===== src/hdl/sensor_defs.svh =====
// Operation
// - Clock-stretching measurement: hold SCL low until measurement ends, then release.
// - Acknowledge a poll only when finished; master retries after a not-acknowledge.
// - Two result LSBs carry status: upper is type, 1 = humidity; lower zero.
// - Master not-acknowledge after second byte suppresses checksum; acknowledge sends it.
// - Measurement ends within the maximum time for its type and resolution.
// - Repeated Start accepted without Stop; Stop before next Start accepted too.
// - Soft reset restores defaults except heater; ready again under 15 ms.
// - User bits 7 and 0 select humidity and temperature resolution; default 00.
// - User bit 6 flags low supply, read-only, refreshed after each measurement.
// - User bit 2 enables heater; resets to 0; survives soft reset and reload.
// - User bit 1 low reloads defaults, heater excepted, on each measurement command.
// - Each result carries a CRC-8 with polynomial x^8 + x^5 + x^4 + 1.
// - Results go as two bytes MSB first, each byte followed by acknowledge.
// - Device answers fixed 7-bit address; direction bit 1 read, 0 write.
// - Device decodes measurement, user register read and write, soft reset commands.
`ifndef SENSOR_DEFS_SVH
`define SENSOR_DEFS_SVH

`define DEV_ADDR        7'h40
`define CMD_T_HOLD      8'he3
`define CMD_H_HOLD      8'he5
`define CMD_T_POLL      8'hf3
`define CMD_H_POLL      8'hf5
`define CMD_WR_UREG     8'he6
`define CMD_RD_UREG     8'he7
`define CMD_SRST        8'hfe

`define UREG_RST        8'h02
`define UREG_RSVD_DEF   3'h0
`define UREG_RES_HI_BIT 7
`define UREG_HEATER_BIT 2
`define UREG_NORLD_BIT  1
`define UREG_RES_LO_BIT 0

`define CRC_POLY        8'h31
`define CRC_INIT        8'h00

`define CLK_KHZ         50000
`define CYC_OF_MS(ms)   ((ms) * `CLK_KHZ)
`define T14_MAX_MS      85
`define T13_MAX_MS      43
`define T12_MAX_MS      22
`define T11_MAX_MS      11
`define H12_MAX_MS      29
`define H11_MAX_MS      15
`define H10_MAX_MS      9
`define H8_MAX_MS       4
`define SRST_MAX_MS     15
`define SDA_SETUP_NS    100
`define SDA_SETUP_CYC   ((`SDA_SETUP_NS * `CLK_KHZ + 999999) / 1000000)

`endif


===== src/hdl/sensor_pkg.sv =====
`default_nettype none
package sensor_pkg;
  typedef enum logic [2:0] {
    ST_IDLE  = 3'b000,
    ST_ADDR  = 3'b001,
    ST_ACK   = 3'b010,
    ST_CMD   = 3'b011,
    ST_WDATA = 3'b100,
    ST_TX    = 3'b101,
    ST_RACK  = 3'b110,
    ST_HOLD  = 3'b111
  } i2c_state_e;

  typedef struct packed {
    logic       res_hi;
    logic       low_supply;
    logic [2:0] rsvd;
    logic       heater;
    logic       no_reload;
    logic       res_lo;
  } user_reg_s;

  typedef struct packed {
    logic [15:0] word;
    logic [7:0]  crc;
  } result_s;
endpackage
`default_nettype wire


===== src/hdl/crc8_unit.sv =====
`include "sensor_defs.svh"
`default_nettype none
module crc8_unit (
  input  wire logic [15:0] i_word,
  output logic      [7:0]  o_crc
);
  always_comb begin
    o_crc = `CRC_INIT;
    for (int i = 15; i >= 0; i--) begin
      if (o_crc[7] ^ i_word[i]) begin
        o_crc = {o_crc[6:0], 1'b0} ^ `CRC_POLY;
      end else begin
        o_crc = {o_crc[6:0], 1'b0};
      end
    end
  end
endmodule
`default_nettype wire


===== src/hdl/meas_timer.sv =====
`default_nettype none
module meas_timer (
  input  wire logic        i_clk,
  input  wire logic        i_rst_n,
  input  wire logic        i_start,
  input  wire logic [22:0] i_cycles,
  output logic             o_busy,
  output logic             o_done
);
  logic [22:0] cnt_reg;

  always_ff @(posedge i_clk or negedge i_rst_n) begin
    if (!i_rst_n) begin
      cnt_reg <= 23'h000000;
      o_busy  <= 1'b0;
      o_done  <= 1'b0;
    end else begin
      o_done <= 1'b0;
      if (i_start) begin
        cnt_reg <= i_cycles;
        o_busy  <= 1'b1;
      end else if (o_busy) begin
        if (cnt_reg <= 23'h000001) begin
          o_busy <= 1'b0;
          o_done <= 1'b1;
        end else begin
          cnt_reg <= cnt_reg - 23'h000001;
        end
      end
    end
  end
endmodule
`default_nettype wire


===== src/hdl/humidity_temp_sensor_i2c_readout.sv =====
`include "sensor_defs.svh"
`default_nettype none
module humidity_temp_sensor_i2c_readout #(
  parameter int unsigned T14_CYC  = `CYC_OF_MS(`T14_MAX_MS),
  parameter int unsigned T13_CYC  = `CYC_OF_MS(`T13_MAX_MS),
  parameter int unsigned T12_CYC  = `CYC_OF_MS(`T12_MAX_MS),
  parameter int unsigned T11_CYC  = `CYC_OF_MS(`T11_MAX_MS),
  parameter int unsigned H12_CYC  = `CYC_OF_MS(`H12_MAX_MS),
  parameter int unsigned H11_CYC  = `CYC_OF_MS(`H11_MAX_MS),
  parameter int unsigned H10_CYC  = `CYC_OF_MS(`H10_MAX_MS),
  parameter int unsigned H8_CYC   = `CYC_OF_MS(`H8_MAX_MS),
  parameter int unsigned SRST_CYC = `CYC_OF_MS(`SRST_MAX_MS) - 1
) (
  input  wire logic        i_core_clk,
  input  wire logic        i_rstn,
  input  wire logic        i_scl,
  output logic             o_scl_out,
  output logic             o_scl_oe,
  input  wire logic        i_sda,
  output logic             o_sda_out,
  output logic             o_sda_oe,
  input  wire logic [13:0] i_temp_code,
  input  wire logic [13:0] i_hum_code,
  input  wire logic        i_low_supply,
  output logic             o_heater_en,
  output logic             o_busy
);
  localparam logic [3:0] SETUP_CYC = 4'(`SDA_SETUP_CYC);

  logic                   rst_meta_reg;
  logic                   rst_n;
  logic                   scl_meta_reg;
  logic                   scl_reg;
  logic                   scl_prev_reg;
  logic                   sda_meta_reg;
  logic                   sda_reg;
  logic                   sda_prev_reg;
  logic                   ls_meta_reg;
  logic                   ls_reg;

  sensor_pkg::i2c_state_e state_reg;
  sensor_pkg::i2c_state_e after_reg;
  logic [3:0]             bit_cnt_reg;
  logic [7:0]             shift_reg;
  logic [1:0]             byte_idx_reg;
  logic [1:0]             last_idx_reg;
  logic                   tx_ureg_reg;
  logic                   mack_reg;
  logic [3:0]             guard_reg;

  sensor_pkg::user_reg_s  ureg_reg;
  sensor_pkg::result_s    res_reg;
  logic                   res_valid_reg;
  logic                   hold_pend_reg;
  logic                   rd_ureg_pend_reg;
  logic                   srst_reg;
  logic                   meas_hum_reg;
  logic [1:0]             meas_res_reg;

  logic                   timer_busy;
  logic                   timer_done;
  logic [22:0]            timer_cycles;
  logic [15:0]            cap_word;
  logic [7:0]             cap_crc;

  // reset release through two flops
  always_ff @(posedge i_core_clk or negedge i_rstn) begin
    if (!i_rstn) begin
      rst_meta_reg <= 1'b0;
      rst_n        <= 1'b0;
    end else begin
      rst_meta_reg <= 1'b1;
      rst_n        <= rst_meta_reg;
    end
  end

  always_ff @(posedge i_core_clk or negedge rst_n) begin
    if (!rst_n) begin
      scl_meta_reg <= 1'b1;
      scl_reg      <= 1'b1;
      scl_prev_reg <= 1'b1;
      sda_meta_reg <= 1'b1;
      sda_reg      <= 1'b1;
      sda_prev_reg <= 1'b1;
      ls_meta_reg  <= 1'b0;
      ls_reg       <= 1'b0;
    end else begin
      scl_meta_reg <= i_scl;
      scl_reg      <= scl_meta_reg;
      scl_prev_reg <= scl_reg;
      sda_meta_reg <= i_sda;
      sda_reg      <= sda_meta_reg;
      sda_prev_reg <= sda_reg;
      ls_meta_reg  <= i_low_supply;
      ls_reg       <= ls_meta_reg;
    end
  end

  wire scl_rise = scl_reg & ~scl_prev_reg;
  wire scl_fall = ~scl_reg & scl_prev_reg;
  wire scl_high = scl_reg & scl_prev_reg;
  wire bus_start = scl_high & sda_prev_reg & ~sda_reg;
  wire bus_stop = scl_high & ~sda_prev_reg & sda_reg;
  wire rx_done = scl_fall & (bit_cnt_reg == 4'h8);

  function automatic logic [22:0] meas_cycles(input logic hum,
                                              input logic [1:0] res);
    logic [22:0] c;
    c = 23'h000000;
    unique case (res)
      2'b00: c = hum ? 23'(H12_CYC) : 23'(T14_CYC);
      2'b01: c = hum ? 23'(H8_CYC) : 23'(T12_CYC);
      2'b10: c = hum ? 23'(H10_CYC) : 23'(T13_CYC);
      2'b11: c = hum ? 23'(H11_CYC) : 23'(T11_CYC);
    endcase
    return c;
  endfunction

  function automatic logic [13:0] res_mask(input logic hum,
                                           input logic [1:0] res);
    logic [3:0] n;
    n = 4'he;
    unique case (res)
      2'b00: n = hum ? 4'hc : 4'he;
      2'b01: n = hum ? 4'h8 : 4'hc;
      2'b10: n = hum ? 4'ha : 4'hd;
      2'b11: n = hum ? 4'hb : 4'hb;
    endcase
    return 14'h3fff << (4'he - n);
  endfunction

  function automatic logic [7:0] tx_byte(input logic [1:0] idx);
    logic [7:0] b;
    b = res_reg.crc;
    if (tx_ureg_reg) begin
      b = ureg_reg;
    end else if (idx == 2'h0) begin
      b = res_reg.word[15:8];
    end else if (idx == 2'h1) begin
      b = res_reg.word[7:0];
    end
    return b;
  endfunction

  // command and header decode
  wire [7:0] cmd = shift_reg;
  wire addr_hit = (shift_reg[7:1] == `DEV_ADDR) & ~srst_reg;
  wire is_read = shift_reg[0];
  wire cmd_go = (state_reg == sensor_pkg::ST_CMD) & rx_done;
  wire cmd_hum = (cmd == `CMD_H_HOLD) | (cmd == `CMD_H_POLL);
  wire cmd_hold = (cmd == `CMD_T_HOLD) | (cmd == `CMD_H_HOLD);
  wire cmd_meas = cmd_hold | (cmd == `CMD_T_POLL) | (cmd == `CMD_H_POLL);
  wire meas_start = cmd_go & cmd_meas & ~timer_busy;
  wire srst_start = cmd_go & (cmd == `CMD_SRST) & ~timer_busy;
  wire wr_cmd = cmd_go & (cmd == `CMD_WR_UREG);
  wire rd_cmd = cmd_go & (cmd == `CMD_RD_UREG);
  wire cmd_ack = meas_start | srst_start | wr_cmd | rd_cmd;
  wire ureg_wr = (state_reg == sensor_pkg::ST_WDATA) & rx_done;

  wire hdr_go = (state_reg == sensor_pkg::ST_ADDR) & rx_done
                & addr_hit & is_read;
  wire rd_ureg = hdr_go & rd_ureg_pend_reg;
  wire rd_hold = hdr_go & ~rd_ureg_pend_reg & hold_pend_reg & timer_busy;
  // a poll while busy gets no acknowledge
  wire rd_res = hdr_go & ~rd_ureg_pend_reg & ~rd_hold & res_valid_reg;
  wire hdr_ack = rd_ureg | rd_hold | rd_res;
  wire hold_exit = (state_reg == sensor_pkg::ST_HOLD) & res_valid_reg;

  // settings reload applies before the measurement starts
  wire [1:0] eff_res = ureg_reg.no_reload ?
                       {ureg_reg.res_hi, ureg_reg.res_lo} : 2'b00;
  wire meas_end = timer_done & ~srst_reg;

  assign timer_cycles = srst_start ? 23'(SRST_CYC)
                        : meas_cycles(cmd_hum, eff_res);

  wire [13:0] raw = meas_hum_reg ? i_hum_code : i_temp_code;
  assign cap_word = {raw & res_mask(meas_hum_reg, meas_res_reg),
                     meas_hum_reg, 1'b0};

  crc8_unit u_crc (
    .i_word (cap_word),
    .o_crc  (cap_crc)
  );

  meas_timer u_timer (
    .i_clk    (i_core_clk),
    .i_rst_n  (rst_n),
    .i_start  (meas_start | srst_start),
    .i_cycles (timer_cycles),
    .o_busy   (timer_busy),
    .o_done   (timer_done)
  );

  // bus protocol engine
  always_ff @(posedge i_core_clk or negedge rst_n) begin
    if (!rst_n) begin
      state_reg    <= sensor_pkg::ST_IDLE;
      after_reg    <= sensor_pkg::ST_IDLE;
      bit_cnt_reg  <= 4'h0;
      shift_reg    <= 8'h00;
      byte_idx_reg <= 2'h0;
      last_idx_reg <= 2'h0;
      tx_ureg_reg  <= 1'b0;
      mack_reg     <= 1'b0;
    end else if (bus_stop) begin
      state_reg <= sensor_pkg::ST_IDLE;
    end else if (bus_start) begin
      state_reg   <= sensor_pkg::ST_ADDR;
      bit_cnt_reg <= 4'h0;
    end else begin
      unique case (state_reg)
        sensor_pkg::ST_IDLE: begin
        end
        sensor_pkg::ST_ADDR,
        sensor_pkg::ST_CMD,
        sensor_pkg::ST_WDATA: begin
          if (scl_rise) begin
            shift_reg   <= {shift_reg[6:0], sda_reg};
            bit_cnt_reg <= bit_cnt_reg + 4'h1;
          end else if (rx_done) begin
            state_reg <= sensor_pkg::ST_IDLE;
            after_reg <= sensor_pkg::ST_IDLE;
            if (state_reg == sensor_pkg::ST_ADDR) begin
              if (addr_hit & ~is_read) begin
                state_reg <= sensor_pkg::ST_ACK;
                after_reg <= sensor_pkg::ST_CMD;
              end else if (hdr_ack) begin
                state_reg    <= sensor_pkg::ST_ACK;
                after_reg    <= rd_hold ? sensor_pkg::ST_HOLD
                                        : sensor_pkg::ST_TX;
                tx_ureg_reg  <= rd_ureg;
                last_idx_reg <= rd_ureg ? 2'h0 : 2'h2;
              end
            end else if (state_reg == sensor_pkg::ST_CMD) begin
              if (cmd_ack) begin
                state_reg <= sensor_pkg::ST_ACK;
                if (wr_cmd) begin
                  after_reg <= sensor_pkg::ST_WDATA;
                end
              end
            end else begin
              state_reg <= sensor_pkg::ST_ACK;
            end
          end
        end
        sensor_pkg::ST_ACK: begin
          if (scl_fall) begin
            state_reg    <= after_reg;
            bit_cnt_reg  <= 4'h0;
            byte_idx_reg <= 2'h0;
            shift_reg    <= tx_byte(2'h0);
          end
        end
        sensor_pkg::ST_HOLD: begin
          if (res_valid_reg) begin
            state_reg    <= sensor_pkg::ST_TX;
            bit_cnt_reg  <= 4'h0;
            byte_idx_reg <= 2'h0;
            shift_reg    <= res_reg.word[15:8];
          end
        end
        sensor_pkg::ST_TX: begin
          if (scl_fall) begin
            if (bit_cnt_reg == 4'h7) begin
              state_reg <= sensor_pkg::ST_RACK;
            end else begin
              shift_reg   <= {shift_reg[6:0], 1'b0};
              bit_cnt_reg <= bit_cnt_reg + 4'h1;
            end
          end
        end
        sensor_pkg::ST_RACK: begin
          if (scl_rise) begin
            mack_reg <= ~sda_reg;
          end else if (scl_fall) begin
            if (mack_reg & (byte_idx_reg != last_idx_reg)) begin
              state_reg    <= sensor_pkg::ST_TX;
              bit_cnt_reg  <= 4'h0;
              byte_idx_reg <= byte_idx_reg + 2'h1;
              shift_reg    <= tx_byte(byte_idx_reg + 2'h1);
            end else begin
              state_reg <= sensor_pkg::ST_IDLE;
            end
          end
        end
      endcase
    end
  end

  // keeps SCL low a little after the first bit appears on SDA
  always_ff @(posedge i_core_clk or negedge rst_n) begin
    if (!rst_n) begin
      guard_reg <= 4'h0;
    end else if (hold_exit) begin
      guard_reg <= SETUP_CYC;
    end else if (guard_reg != 4'h0) begin
      guard_reg <= guard_reg - 4'h1;
    end
  end

  // measurement bookkeeping
  always_ff @(posedge i_core_clk or negedge rst_n) begin
    if (!rst_n) begin
      res_reg          <= '0;
      res_valid_reg    <= 1'b0;
      hold_pend_reg    <= 1'b0;
      rd_ureg_pend_reg <= 1'b0;
      srst_reg         <= 1'b0;
      meas_hum_reg     <= 1'b0;
      meas_res_reg     <= 2'b00;
    end else begin
      if (cmd_go) begin
        rd_ureg_pend_reg <= rd_cmd;
      end else if (rd_ureg) begin
        rd_ureg_pend_reg <= 1'b0;
      end
      if (rd_res | hold_exit | meas_start | srst_start) begin
        res_valid_reg <= 1'b0;
      end
      if (hold_exit | srst_start) begin
        hold_pend_reg <= 1'b0;
      end
      if (meas_start) begin
        hold_pend_reg <= cmd_hold;
        meas_hum_reg  <= cmd_hum;
        meas_res_reg  <= eff_res;
      end
      if (srst_start) begin
        srst_reg <= 1'b1;
      end else if (timer_done) begin
        srst_reg <= 1'b0;
      end
      if (meas_end) begin
        res_reg.word  <= cap_word;
        res_reg.crc   <= cap_crc;
        res_valid_reg <= 1'b1;
      end
    end
  end

  // user register
  always_ff @(posedge i_core_clk or negedge rst_n) begin
    if (!rst_n) begin
      ureg_reg <= `UREG_RST;
    end else begin
      if ((meas_start & ~ureg_reg.no_reload) | srst_start) begin
        ureg_reg.res_hi    <= 1'b0;
        ureg_reg.res_lo    <= 1'b0;
        ureg_reg.rsvd      <= `UREG_RSVD_DEF;
        ureg_reg.no_reload <= 1'b1;
      end
      if (ureg_wr) begin
        ureg_reg.res_hi    <= shift_reg[`UREG_RES_HI_BIT];
        ureg_reg.res_lo    <= shift_reg[`UREG_RES_LO_BIT];
        ureg_reg.heater    <= shift_reg[`UREG_HEATER_BIT];
        ureg_reg.no_reload <= shift_reg[`UREG_NORLD_BIT];
      end
      if (meas_end) begin
        ureg_reg.low_supply <= ls_reg;
      end
    end
  end

  assign o_scl_out = 1'b0;
  assign o_sda_out = 1'b0;
  assign o_scl_oe = (state_reg == sensor_pkg::ST_HOLD)
                    | (guard_reg != 4'h0);
  assign o_sda_oe = (state_reg == sensor_pkg::ST_ACK)
                    | ((state_reg == sensor_pkg::ST_TX)
                       & ~shift_reg[7]);
  assign o_heater_en = ureg_reg.heater;
  assign o_busy = timer_busy;
endmodule
`default_nettype wire


===== config.mk =====
export PLATFORM = sky130hd
export DESIGN_NAME = humidity_temp_sensor_i2c_readout
export DESIGN_NICKNAME = d
export VERILOG_FILES = /design/src/hdl/sensor_pkg.sv /design/src/hdl/crc8_unit.sv /design/src/hdl/meas_timer.sv /design/src/hdl/humidity_temp_sensor_i2c_readout.sv
export VERILOG_INCLUDE_DIRS = /design/src /design/src/hdl
export SDC_FILE = /design/constraint.sdc
export NUM_CORES = 1
export LEC_CHECK = 0
export ABC_AREA = 1
export ABC_CLOCK_PERIOD_IN_PS = 4600
export BUFFER_PORTS_ARGS = -buffer_cell sky130_fd_sc_hd__buf_2
export CORE_MARGIN = 1
export CORE_UTILIZATION = 38
export CTS_CLUSTER_DIAMETER = 40
export DETAILED_ROUTE_END_ITERATION = 8
export GPL_ROUTABILITY_DRIVEN = 0
export PLACE_DENSITY = 0.63
export SYNTH_ARGS = -nofsm -noshare
export SYNTH_HDL_FRONTEND = slang
export SYNTH_SLANG_ARGS = --single-unit
export TNS_END_PERCENT = 5

===== constraint.sdc =====
create_clock -name i_core_clk -period 4.6 [get_ports i_core_clk]
set_input_delay 0.23 -clock i_core_clk [delete_from_list [all_inputs] [get_ports i_core_clk]]
set_output_delay 0.23 -clock i_core_clk [all_outputs]
set_load 0.05 [all_outputs]

== Yosys cells after proc, flatten, opt, wreduce, memory -nomap -nowiden ==
Index checks and enable logic that the tools add are counted.

* Logic and storage cells: 314
* Bits of input ports: 33
* Register bits after elaboration: 98

* Eq/ne operators: 50
* Add/sub/neg operators: 5
* Muxes and demuxes: 105
* Order comparisons: 1
* Bitwise gates (word level): 93
* Reductions and logical operators: 24
* Shift-type cells: 1

{| class="wikitable"
|+ Operator list
! cell !! number
|-
| 2-to-1 mux 23 bit || 5
|-
| 2-to-1 mux 6 bit || 16
|-
| 2-to-1 mux 8 bit || 12
|-
| case mux 23 bit (4 select lines) || 1
|-
| 2-to-1 mux 3 bit || 21
|-
| == test 8 bit, second input constant || 7
|-
| NOT 3 bit || 15
|-
| 2-to-1 mux 4 bit || 11
|-
| case mux 8 bit (5 select lines) || 1
|-
| bitwise AND 1 bit || 32
|-
| != test 4 bit, second input constant || 8
|-
| 2-to-1 mux 2 bit || 14
|-
| != test 3 bit, second input constant || 8
|-
| less-or-equal comparator 23 x 1 -> 1 bit, second input constant || 1
|-
| subtractor 23 x 1 -> 23 bit, second input constant || 1
|-
| 2-to-1 mux 22 bit || 1
|-
| 2-to-1 mux 21 bit || 1
|-
| case mux 4 bit (5 select lines) || 1
|-
| 2-to-1 mux 18 bit || 1
|-
| 2-to-1 mux 1 bit || 16
|-
| != test 2 bit, second input constant || 8
|-
| bitwise OR 1 bit || 16
|-
| case mux 4 bit (4 select lines) || 1
|-
| AND reduction 8 bit || 2
|-
| other kinds (36) || 79
|}

== Longest topological paths before layout ==
Gate-level depths: netlist of the first run.

* Word-level depth: 36
* Gate-level depth with buffers: 21
* Depth with buffers taken out: 19

== Modules after synthesis ==
From an unflattened synthesis of the first run, not the netlist that was laid out.

* Cells, all modules: 1059
* Area total of the unflattened synthesis: 7016.7 µm²

{| class="wikitable"
|+ Modules (own cells, without submodules)
! module !! times used !! area each (µm²) !! cells an instance
|-
| humidity_temp_sensor_i2c_readout || 1 || 4424.2 || 628
|-
| meas_timer || 1 || 1968.1 || 303
|-
| crc8_unit || 1 || 624.3 || 128
|}

== Worst setup path after synthesis of the first run ==
Ideal clock, no wire load.

* Path type: reg2reg
* Start: register meas_hum_reg
* End: register res_reg[5] (netlist name)
* Required time: 4.483 ns
* Data arrival time: 2.282 ns
* Path slack: 2.200 ns
* Cell stages (with the launch flop): 20
* Buffers on the path: 2
* Cell sequence: dfrtp_1 -> buf_6 -> buf_4 -> nor2_1 -> or2_2 -> ha_1 -> nand2_1 -> nand3_1 -> nand2_1 -> nand2_1 -> inv_1 -> nand3_1 -> nand2_1 -> nand2_1 -> nand3_1 -> nand3_1 -> nand2_1 -> nand2_1 -> nand3_1 -> nand2_1

* Word-level cells in the longest chain between the ends: 23
* Elaborated cells on any way between the ends: 51
* Classes of those cells: 1 x add/sub; 1 x shift; 21 x mux; 28 x bitwise

{| class="wikitable"
|+ RTL lines
! item !! line !! source
|-
| from (decl) || humidity_temp_sensor_i2c_readout.sv:57 || <nowiki>logic meas_hum_reg;</nowiki>
|-
| from (signal assigned) || humidity_temp_sensor_i2c_readout.sv:326 || <nowiki>meas_hum_reg <= cmd_hum;</nowiki>
|-
| 2-to-1 mux 3 bit (tied with other cells) || humidity_temp_sensor_i2c_readout.sv:126 || <nowiki>2'b10: n = hum ? 4'ha : 4'hd;</nowiki>
|-
| case mux 4 bit (4 select lines) || humidity_temp_sensor_i2c_readout.sv:123 || <nowiki>unique case (res)</nowiki>
|-
| subtractor 4 bit || humidity_temp_sensor_i2c_readout.sv:129 || <nowiki>return 14'h3fff << (4'he - n);</nowiki>
|-
| << shifter 14 x 4 -> 14 bit || humidity_temp_sensor_i2c_readout.sv:129 ||
|-
| bitwise AND 14 bit || humidity_temp_sensor_i2c_readout.sv:178 || <nowiki>assign cap_word = {raw & res_mask(meas_hum_reg, meas_res_reg),</nowiki>
|-
| bitwise XOR 1 bit || crc8_unit.sv:10 || <nowiki>if (o_crc[7] ^ i_word[i]) begin</nowiki>
|-
| 2-to-1 mux 6 bit (4 in a row) || crc8_unit.sv:10 ||
|-
| NOT 3 bit (no line) || - ||
|-
| 2-to-1 mux 6 bit || crc8_unit.sv:10 ||
|-
| NOT 3 bit (no line) || - ||
|-
| 2-to-1 mux 6 bit || crc8_unit.sv:10 ||
|-
| bitwise XOR 1 bit || crc8_unit.sv:10 ||
|-
| 2-to-1 mux 6 bit (4 in a row) || crc8_unit.sv:10 ||
|-
| NOT 3 bit (no line) || - ||
|-
| 2-to-1 mux 6 bit || crc8_unit.sv:10 ||
|-
| NOT 3 bit (no line) || - ||
|-
| 2-to-1 mux 6 bit * || crc8_unit.sv:10 ||
|-
| to (decl) || humidity_temp_sensor_i2c_readout.sv:52 || <nowiki>sensor_pkg::result_s res_reg;</nowiki>
|}

Every way passes the cells marked *; elsewhere a longest branch is shown, timed or not. The select of a mux whose other input is x is not followed.
A chain may end at the register's enable or synchronous reset.

== Worst setup path in the final report of the first run ==
Ends and elaborated chain as after synthesis.

==> results of run 1 <==
per-stage QoR:
| stage | cells | hold slack [ns] | util | total power, µW |
|---|---|---|---|---|
| floorplan | 921 | -0.06559 | - | 1497 |
| global placement | 1160 | 0.01561 | 0.4121 | 1640 |
| detailed placement | 1160 | 0.01533 | 0.4121 | 1644 |
| CTS | 1180 | 0.1535 | 0.4331 | 2453 |
| global route | 1180 | 0.1839 | 0.4331 | 2585 |
| finish | 1180 | 0.1846 | 0.4331 | 2427 |
routing by layer:
metal,part of all wire,track usage,up-vias,wire length [µm]
met2,0.44,0.2984,164,7242
met1,0.50,0.2899,2759,8253
met3,0.044,0.02644,14,729
met5,0,0,-,0
met4,0.012,0.05492,0,201
li1,-,-,3085,-
final timing paths:
check                                endpoint  slack, ns  cells after the start
min reg2reg                u_timer.cnt_reg[8]       0.32                      0
max                                res_reg[5]       1.54                     17
min in group i_core_clk           res_reg[16]       0.24                      3
min                                     rst_n       0.18                      2
max reg2reg                        res_reg[5]       1.54                     17
max in group asynchronous      bit_cnt_reg[1]       3.19                      1
cells by family (layout without fill, tap and decap cells):
logic type	Yosys count	count (layout)	share of synthesized area
AO/OA/AOI/OAI	174	174	0.1583
XOR/XNOR	24	24	0.03344
adder cells (fa/ha/maj)	15	15	0.02882
buffers and inverters	147	186	0.09531
flip-flops	97	97	0.3741
other	2	3	0.001153
AND/OR/NAND/NOR	461	461	0.3088
layout make-up:
class,instances,area share
clock buffer,9,0.03125
clock inverter,7,0.01163
inverter,127,0.06684
multi-input combinational,677,0.4799
sequential,97,0.3385
tap,220,0.03819
timing repair buffer,43,0.03368
worst register-to-register path, delay by kind of cell, from the launching register on:
kind	cells	cell delay (ns)
fa+ha+maj	1	0.37
flops	1	0.89
simple gates	15	1.61
buf+inv	1	0.09
Yosys cell counts, types with 3 or more instances:
cell type,n,area share
o21ai_0,83,0.064
inv_1,119,0.069
o21a_1,4,0.0046
buf_4,3,0.0035
dfstp_2,7,0.028
xor2_1,17,0.023
nor3_1,9,0.0069
o221ai_1,7,0.0094
nand2_2,8,0.0077
a22oi_1,3,0.0035
clkbuf_1,5,0.0029
nor2_2,8,0.0077
o31ai_1,3,0.0035
nor2_1,88,0.051
o211ai_1,5,0.0058
o21ai_1,15,0.012
dfrtp_1,90,0.35
nand4_1,12,0.012
inv_2,7,0.0040
xnor2_1,6,0.0081
or2_2,5,0.0048
nor4_1,3,0.0029
nand3_1,62,0.048
a31oi_1,10,0.0096
nand2_1,249,0.14
a21oi_1,21,0.016
ha_1,15,0.029
buf_6,6,0.010
buf_2,6,0.0046
nor2_4,3,0.0052
nand3_2,3,0.0046
o22ai_1,5,0.0048
power groups by stage:
stage          clock network (µW)  registers [µW]  logic [µW]
3_5_place_dp                    0            1010         630
4_1_cts                       819             999         634
5_1_grt                       842            1010         731
3_3_place_gp                    0            1010         626
6_report                      790             999         638
2_1_floorplan                   0             995         502
layout by cell type, fill, tap and decap left out, drive strengths merged, types with 9 or more instances in the layout:
master and n:
a21oi 21, clkbuf 9, a31oi 10, nor3 12, nand4 12, o21ai 101
nand3 65, nand2 258, inv 130, xor2 18, dfrtp 90, nor2 99
buf 39, ha 15
==> results.cfg, run 1 <==
[sta]
setup_viol = 0
max_freq_ghz = 0.3268
slew_violations = 0
min_period_ns = 3.060
fin_crit_sh = 0.6653
fin_tns_setup_ns = 0
rsz0062_at_grt = false
worst_slack_ns = 1.540
worstMarginPinSlew_ns = 0.8392
hold_violations = 0
finClkSkew_ns = 0.01176
relSlewSlack = 0.4405

[placement]
dpl-instance-area_um2 = 6858
hpwl_um = 12670
io_buffers = 36
pre_cts_ws_ns = 1.568

[clock_network]
cts-resized-gates = 0
cts.sinks = 97
tritoncts = yes
clock_tree.root_cell = clkbuf_16
cts_made_buffers = 9
clockBufferDepth = 2
post_cts_buffers = 0
clk_pin_slew_worst_paths_ns = 0.07
ctsHoldBuffers = 4
insertion_delay_ns = 0.36
htreeDepth = 3

[power]
p_int_uw = 1564
swShare = 0.3557
p_clk_frac = 0.325
p_sw_uw = 863.0
p_seq_frac = 0.412
peakVddDrop_mv = 0.1724
combPwrFrac = 0.263
leakagePower_uw = 0.003736
p_per_area_nw_per_um2 = 336.7

[cells_and_area]
fin_area_um2 = 7207
areaGrowthSynthToFinish_pct = 10.68
nets = 1003
drive_above_1_share = 0.1135
diodes = 0
ff_latch_area_um2 = 2440
multiInputGateArea_um2 = 3458
nFillCells = 1718

[critical_path]
max_stage_delay_ns = 0.89
end_kind = register
cp_max_fo = 25
critical_path_class = reg -> reg
cp.arrival_ns = 3.31
r2r-start = meas_hum_reg
path_delay_family = simple AND/OR/NAND/NOR gates
critPathMostFrequentCell = nand2_1
worstPathRequired_ns = 4.85
cp-startpoint = meas_hum_reg
timing.critical_path.slowest_stage_cell = dfrtp_1
start_kind = register
path_cells = nor2_1 > or2_2 > ha_1 > nand2_1 > nand3_1 > nand2_1 > nand2_1 > inv_1 > nand3_1 > nand2_1 > nand2_1 > nand3_1 > nand3_1 > nand2_1 > nand2_1 > nand3_1 > nand2_1
path_buf_inv = 1

[floorplan]
dieArea_um2 = 17660
placementRows = 47
io_pins = 39
start_util = 0.3912
die_y_um = 132.9
die_w_um = 132.9
core-area_um2 = 16640

[yosys]
seq_area_frac_synth = 0.3741
netlist_area_um2 = 6511
ys_ff_latch = 97
yosysWarnings = 0
ys.flop_type = dfrtp_1
async_reset_ff_frac = 1.000
synth-edff-count = 0
syn_area_per_cell_um2 = 7.077
yosysUniqueCellTypes = 57
synth_cells = 920

[detailed_routing]
viasPerCell = 5.103
drt-total-wl_um = 16430
drc = 0
first_pass_iters = 5
wl_per_cell_um = 13.92
first_iter_violations = 608
vias = 6022
postRouteAntennaNets = 0

[min_path]
min_path_type = in -> async

[grt]
grt_antenna_before_repair = 0
grt_pass1_vias = 5549
grt_pass1_wl_um = 27680
overflow = 0
grt_max_degree = 52
globalRouteTotalUtil = 0.1965

[run_status]
run_status = finished, final reports clean

[run]
max-cap-violations = 0
(Power assumes the default switching activity.)
==> inputs of run 2 (changes only) <==
Settings changed: ABC_AREA 1 to 0, ABC_CLOCK_PERIOD_IN_PS 4600 to 2560, PLACE_DENSITY 0.63 to 0.65.
Clock period 4.6 ns to 2.56 ns, I/O delays scaled along.
==> results.cfg, run 2 <==
[yosys]
yosysWarnings = 0
netlist_top_cells_count = 90 x dfrtp_1, 78 x nand2_1, 72 x o21ai_0
synth-xor-area-share = 0.06805
async_reset_ff_frac = 1.000
synth-edff-count = 0
synth-compound-area-share = 0.1967
syn_area_per_cell_um2 = 8.819
netlist_area_um2 = 6050
synth_area_leaders = dfrtp_1 37%, o21ai_0 6.0%, nand2_1 4.8%
synthMuxAreaShare = 0.06060
synth_area_leader_cell = dfrtp_1
seq_area_frac_synth = 0.4027
ys.flop_type = dfrtp_1
yosys.area_share.simple = 0.1975
synth_cells = 686
ys_ff_latch = 97
yosysMostFrequentCell = dfrtp_1
yosysUniqueCellTypes = 75
synthAdderAreaFrac = 0.03102
synth_top_area_share = 0.3723
synth_top_family_by_area = simple AND/OR/NAND/NOR gates

[sta]
fin_crit_sh = 0.9571
setup_viol = 0
fin_tns_setup_ns = 0
hold_violations = 0
rsz0062_at_grt = true
relSlewSlack = 0.5118
finClkSkew_ns = 0.007713
worst_slack_ns = 0.1098
worstMarginPinSlew_ns = 0.7306
whs_ns = 0.08128
slew_violations = 0
min_period_ns = 2.450
max_freq_ghz = 0.4081

[critical_path]
end_kind = register
critical_path_class = reg -> reg
path_delay_family = XOR/XNOR gates
reg2reg_depth = 9
cp.arrival_ns = 2.66
reg2reg_to = res_reg[6]
r2r-start = meas_hum_reg
critPathMostFrequentCell = xnor2_2
path_cells = nor2_2 > xor2_1 > ha_1 > a221o_1 > xnor2_2 > xnor2_2 > xnor2_2 > xor2_1 > o21ai_0
start_kind = register
regToRegSetupSlack_ns = 0.11
cp_max_fo = 5
path_buf_inv = 0
timing.critical_path.slowest_stage_cell = dfrtp_2
worstPathRequired_ns = 2.77
max_stage_delay_ns = 0.45

[floorplan]
start_util = 0.3936
core-area_um2 = 15370
placementRows = 45
io_pins = 39
die_w_um = 128.2
dieArea_um2 = 16430
die_y_um = 128.2

[detailed_routing]
drc = 0
postRouteAntennaNets = 0
vias = 5135
wl_per_cell_um = 15.35
drt-total-wl_um = 14750
viasPerCell = 5.343
first_iter_violations = 372
first_pass_iters = 5

[min_path]
min_path_type = in -> async

[grt]
globalRouteTotalUtil = 0.1909
grt_max_degree = 50
overflow = 0
grt_antenna_before_repair = 0
grt_pass1_vias = 4803
grt_pass1_wl_um = 24470

[power]
peakVddDrop_mv = 0.3996
leakagePower_uw = 0.003209
p_per_area_nw_per_um2 = 586.0

[clock_network]
clock_tree.root_cell = clkbuf_16
htreeDepth = 3
tritoncts = yes
insertion_delay_ns = 0.36
cts_made_buffers = 9
clockBufferDepth = 2
clk_pin_slew_worst_paths_ns = 0.07
cts.sinks = 97

[cells_and_area]
layout_commonest_cell = dfrtp_1
nFillCells = 1481
ff_latch_area_um2 = 2441
multiInputGateArea_um2 = 3457
areaGrowthSynthToFinish_pct = 17.21
final_cell_mix = 88 x dfrtp_1, 77 x nand2_1, 71 x o21ai_0
nets = 793
utilization = 0.4613
diodes = 0
drive_above_1_share = 0.1933

[placement]
hpwl_um = 11030
pre_cts_ws_ns = -0.06619
io_buffers = 36

[run]
max-cap-violations = 0

[run_status]
run_status = finished, final reports clean
run 2: changes by cell type in the layout (fill, tap and decap cells not counted), sizes merged, moves of 28 or more:
cell | previous run | this run
buf | 39 | 74
inv | 130 | 32
nand2 | 258 | 78
nand3 | 65 | 21
nor2 | 99 | 56
o21ai | 101 | 73
run 2: cell type report:
| cell class | count | area share |
|---|---|---|
| Clock inverter | 6 | 0.01023 |
| Multi-Input combinational cell | 530 | 0.4876 |
| Timing Repair Buffer | 78 | 0.07305 |
| Inverter | 29 | 0.01535 |
| Clock buffer | 10 | 0.03229 |
| Tap cell | 211 | 0.03723 |
| Sequential cell | 97 | 0.3443 |
run 2: timing repair:
item | CTS | global route
gates resized for setup | 3 | 15
setup endpoints to repair | 2 | 23
buffers inserted | 0 | 5
hold buffers | 4 | 0
pin swaps | 0 | 5
hold endpoints to repair | 5 | 0
run 2: where the power goes:
group / switching, µW / internal [µW] / leakage [µW] / total (µW)
combinational: 456 / 430 / 0.00182 / 887
clock: 628 / 770 / 0.000144 / 1400
sequential: 174 / 1700 / 0.00125 / 1870
total: 1260 / 2900 / 0.00321 / 4160
run 2: stage by stage:
step	total power, µW	cell area (µm²)	cells
2_1_floorplan	2446	6055	687
3_3_place_gp	2713	6615	936
3_5_place_dp	2732	6615	936
4_1_cts	4157	6979	956
5_1_grt	4387	7091	961
6_report	4155	7091	961
run 2: logic make-up after synthesis:
group,after synthesis
AO/OA/AOI/OAI,189
buffers and inverters,60
multiplexers,35
XOR/XNOR,47
flip-flops,97
AND/OR/NAND/NOR,241
adder cells (fa/ha/maj),15
other,2
run 2: worst max-delay path by stage:
stage | from | to | slack, ns | depth (start not counted)
6_report | meas_hum_reg | res_reg[6] | 0.11 | 9
5_1_grt | u_timer.cnt_reg[5] | u_timer.cnt_reg[19] | -0.04 | 7
3_3_place_gp | meas_res_reg[1] | res_reg[6] | 0.07 | 10
4_1_cts | meas_hum_reg | res_reg[6] | 0.02 | 10
2_1_floorplan | meas_hum_reg | res_reg[6] | -0.23 | 12
3_5_place_dp | meas_res_reg[1] | res_reg[6] | -0.07 | 10
run 2: layer usage:
| metal | vias up | share of wire | global-route usage |
|---|---|---|---|
| met4 | 0 | 0.015 | 0.06436 |
| met5 | - | 0 | 0 |
| met3 | 15 | 0.037 | 0.03047 |
| met2 | 115 | 0.46 | 0.3031 |
| met1 | 2450 | 0.49 | 0.2646 |
| li1 | 2555 | - | - |
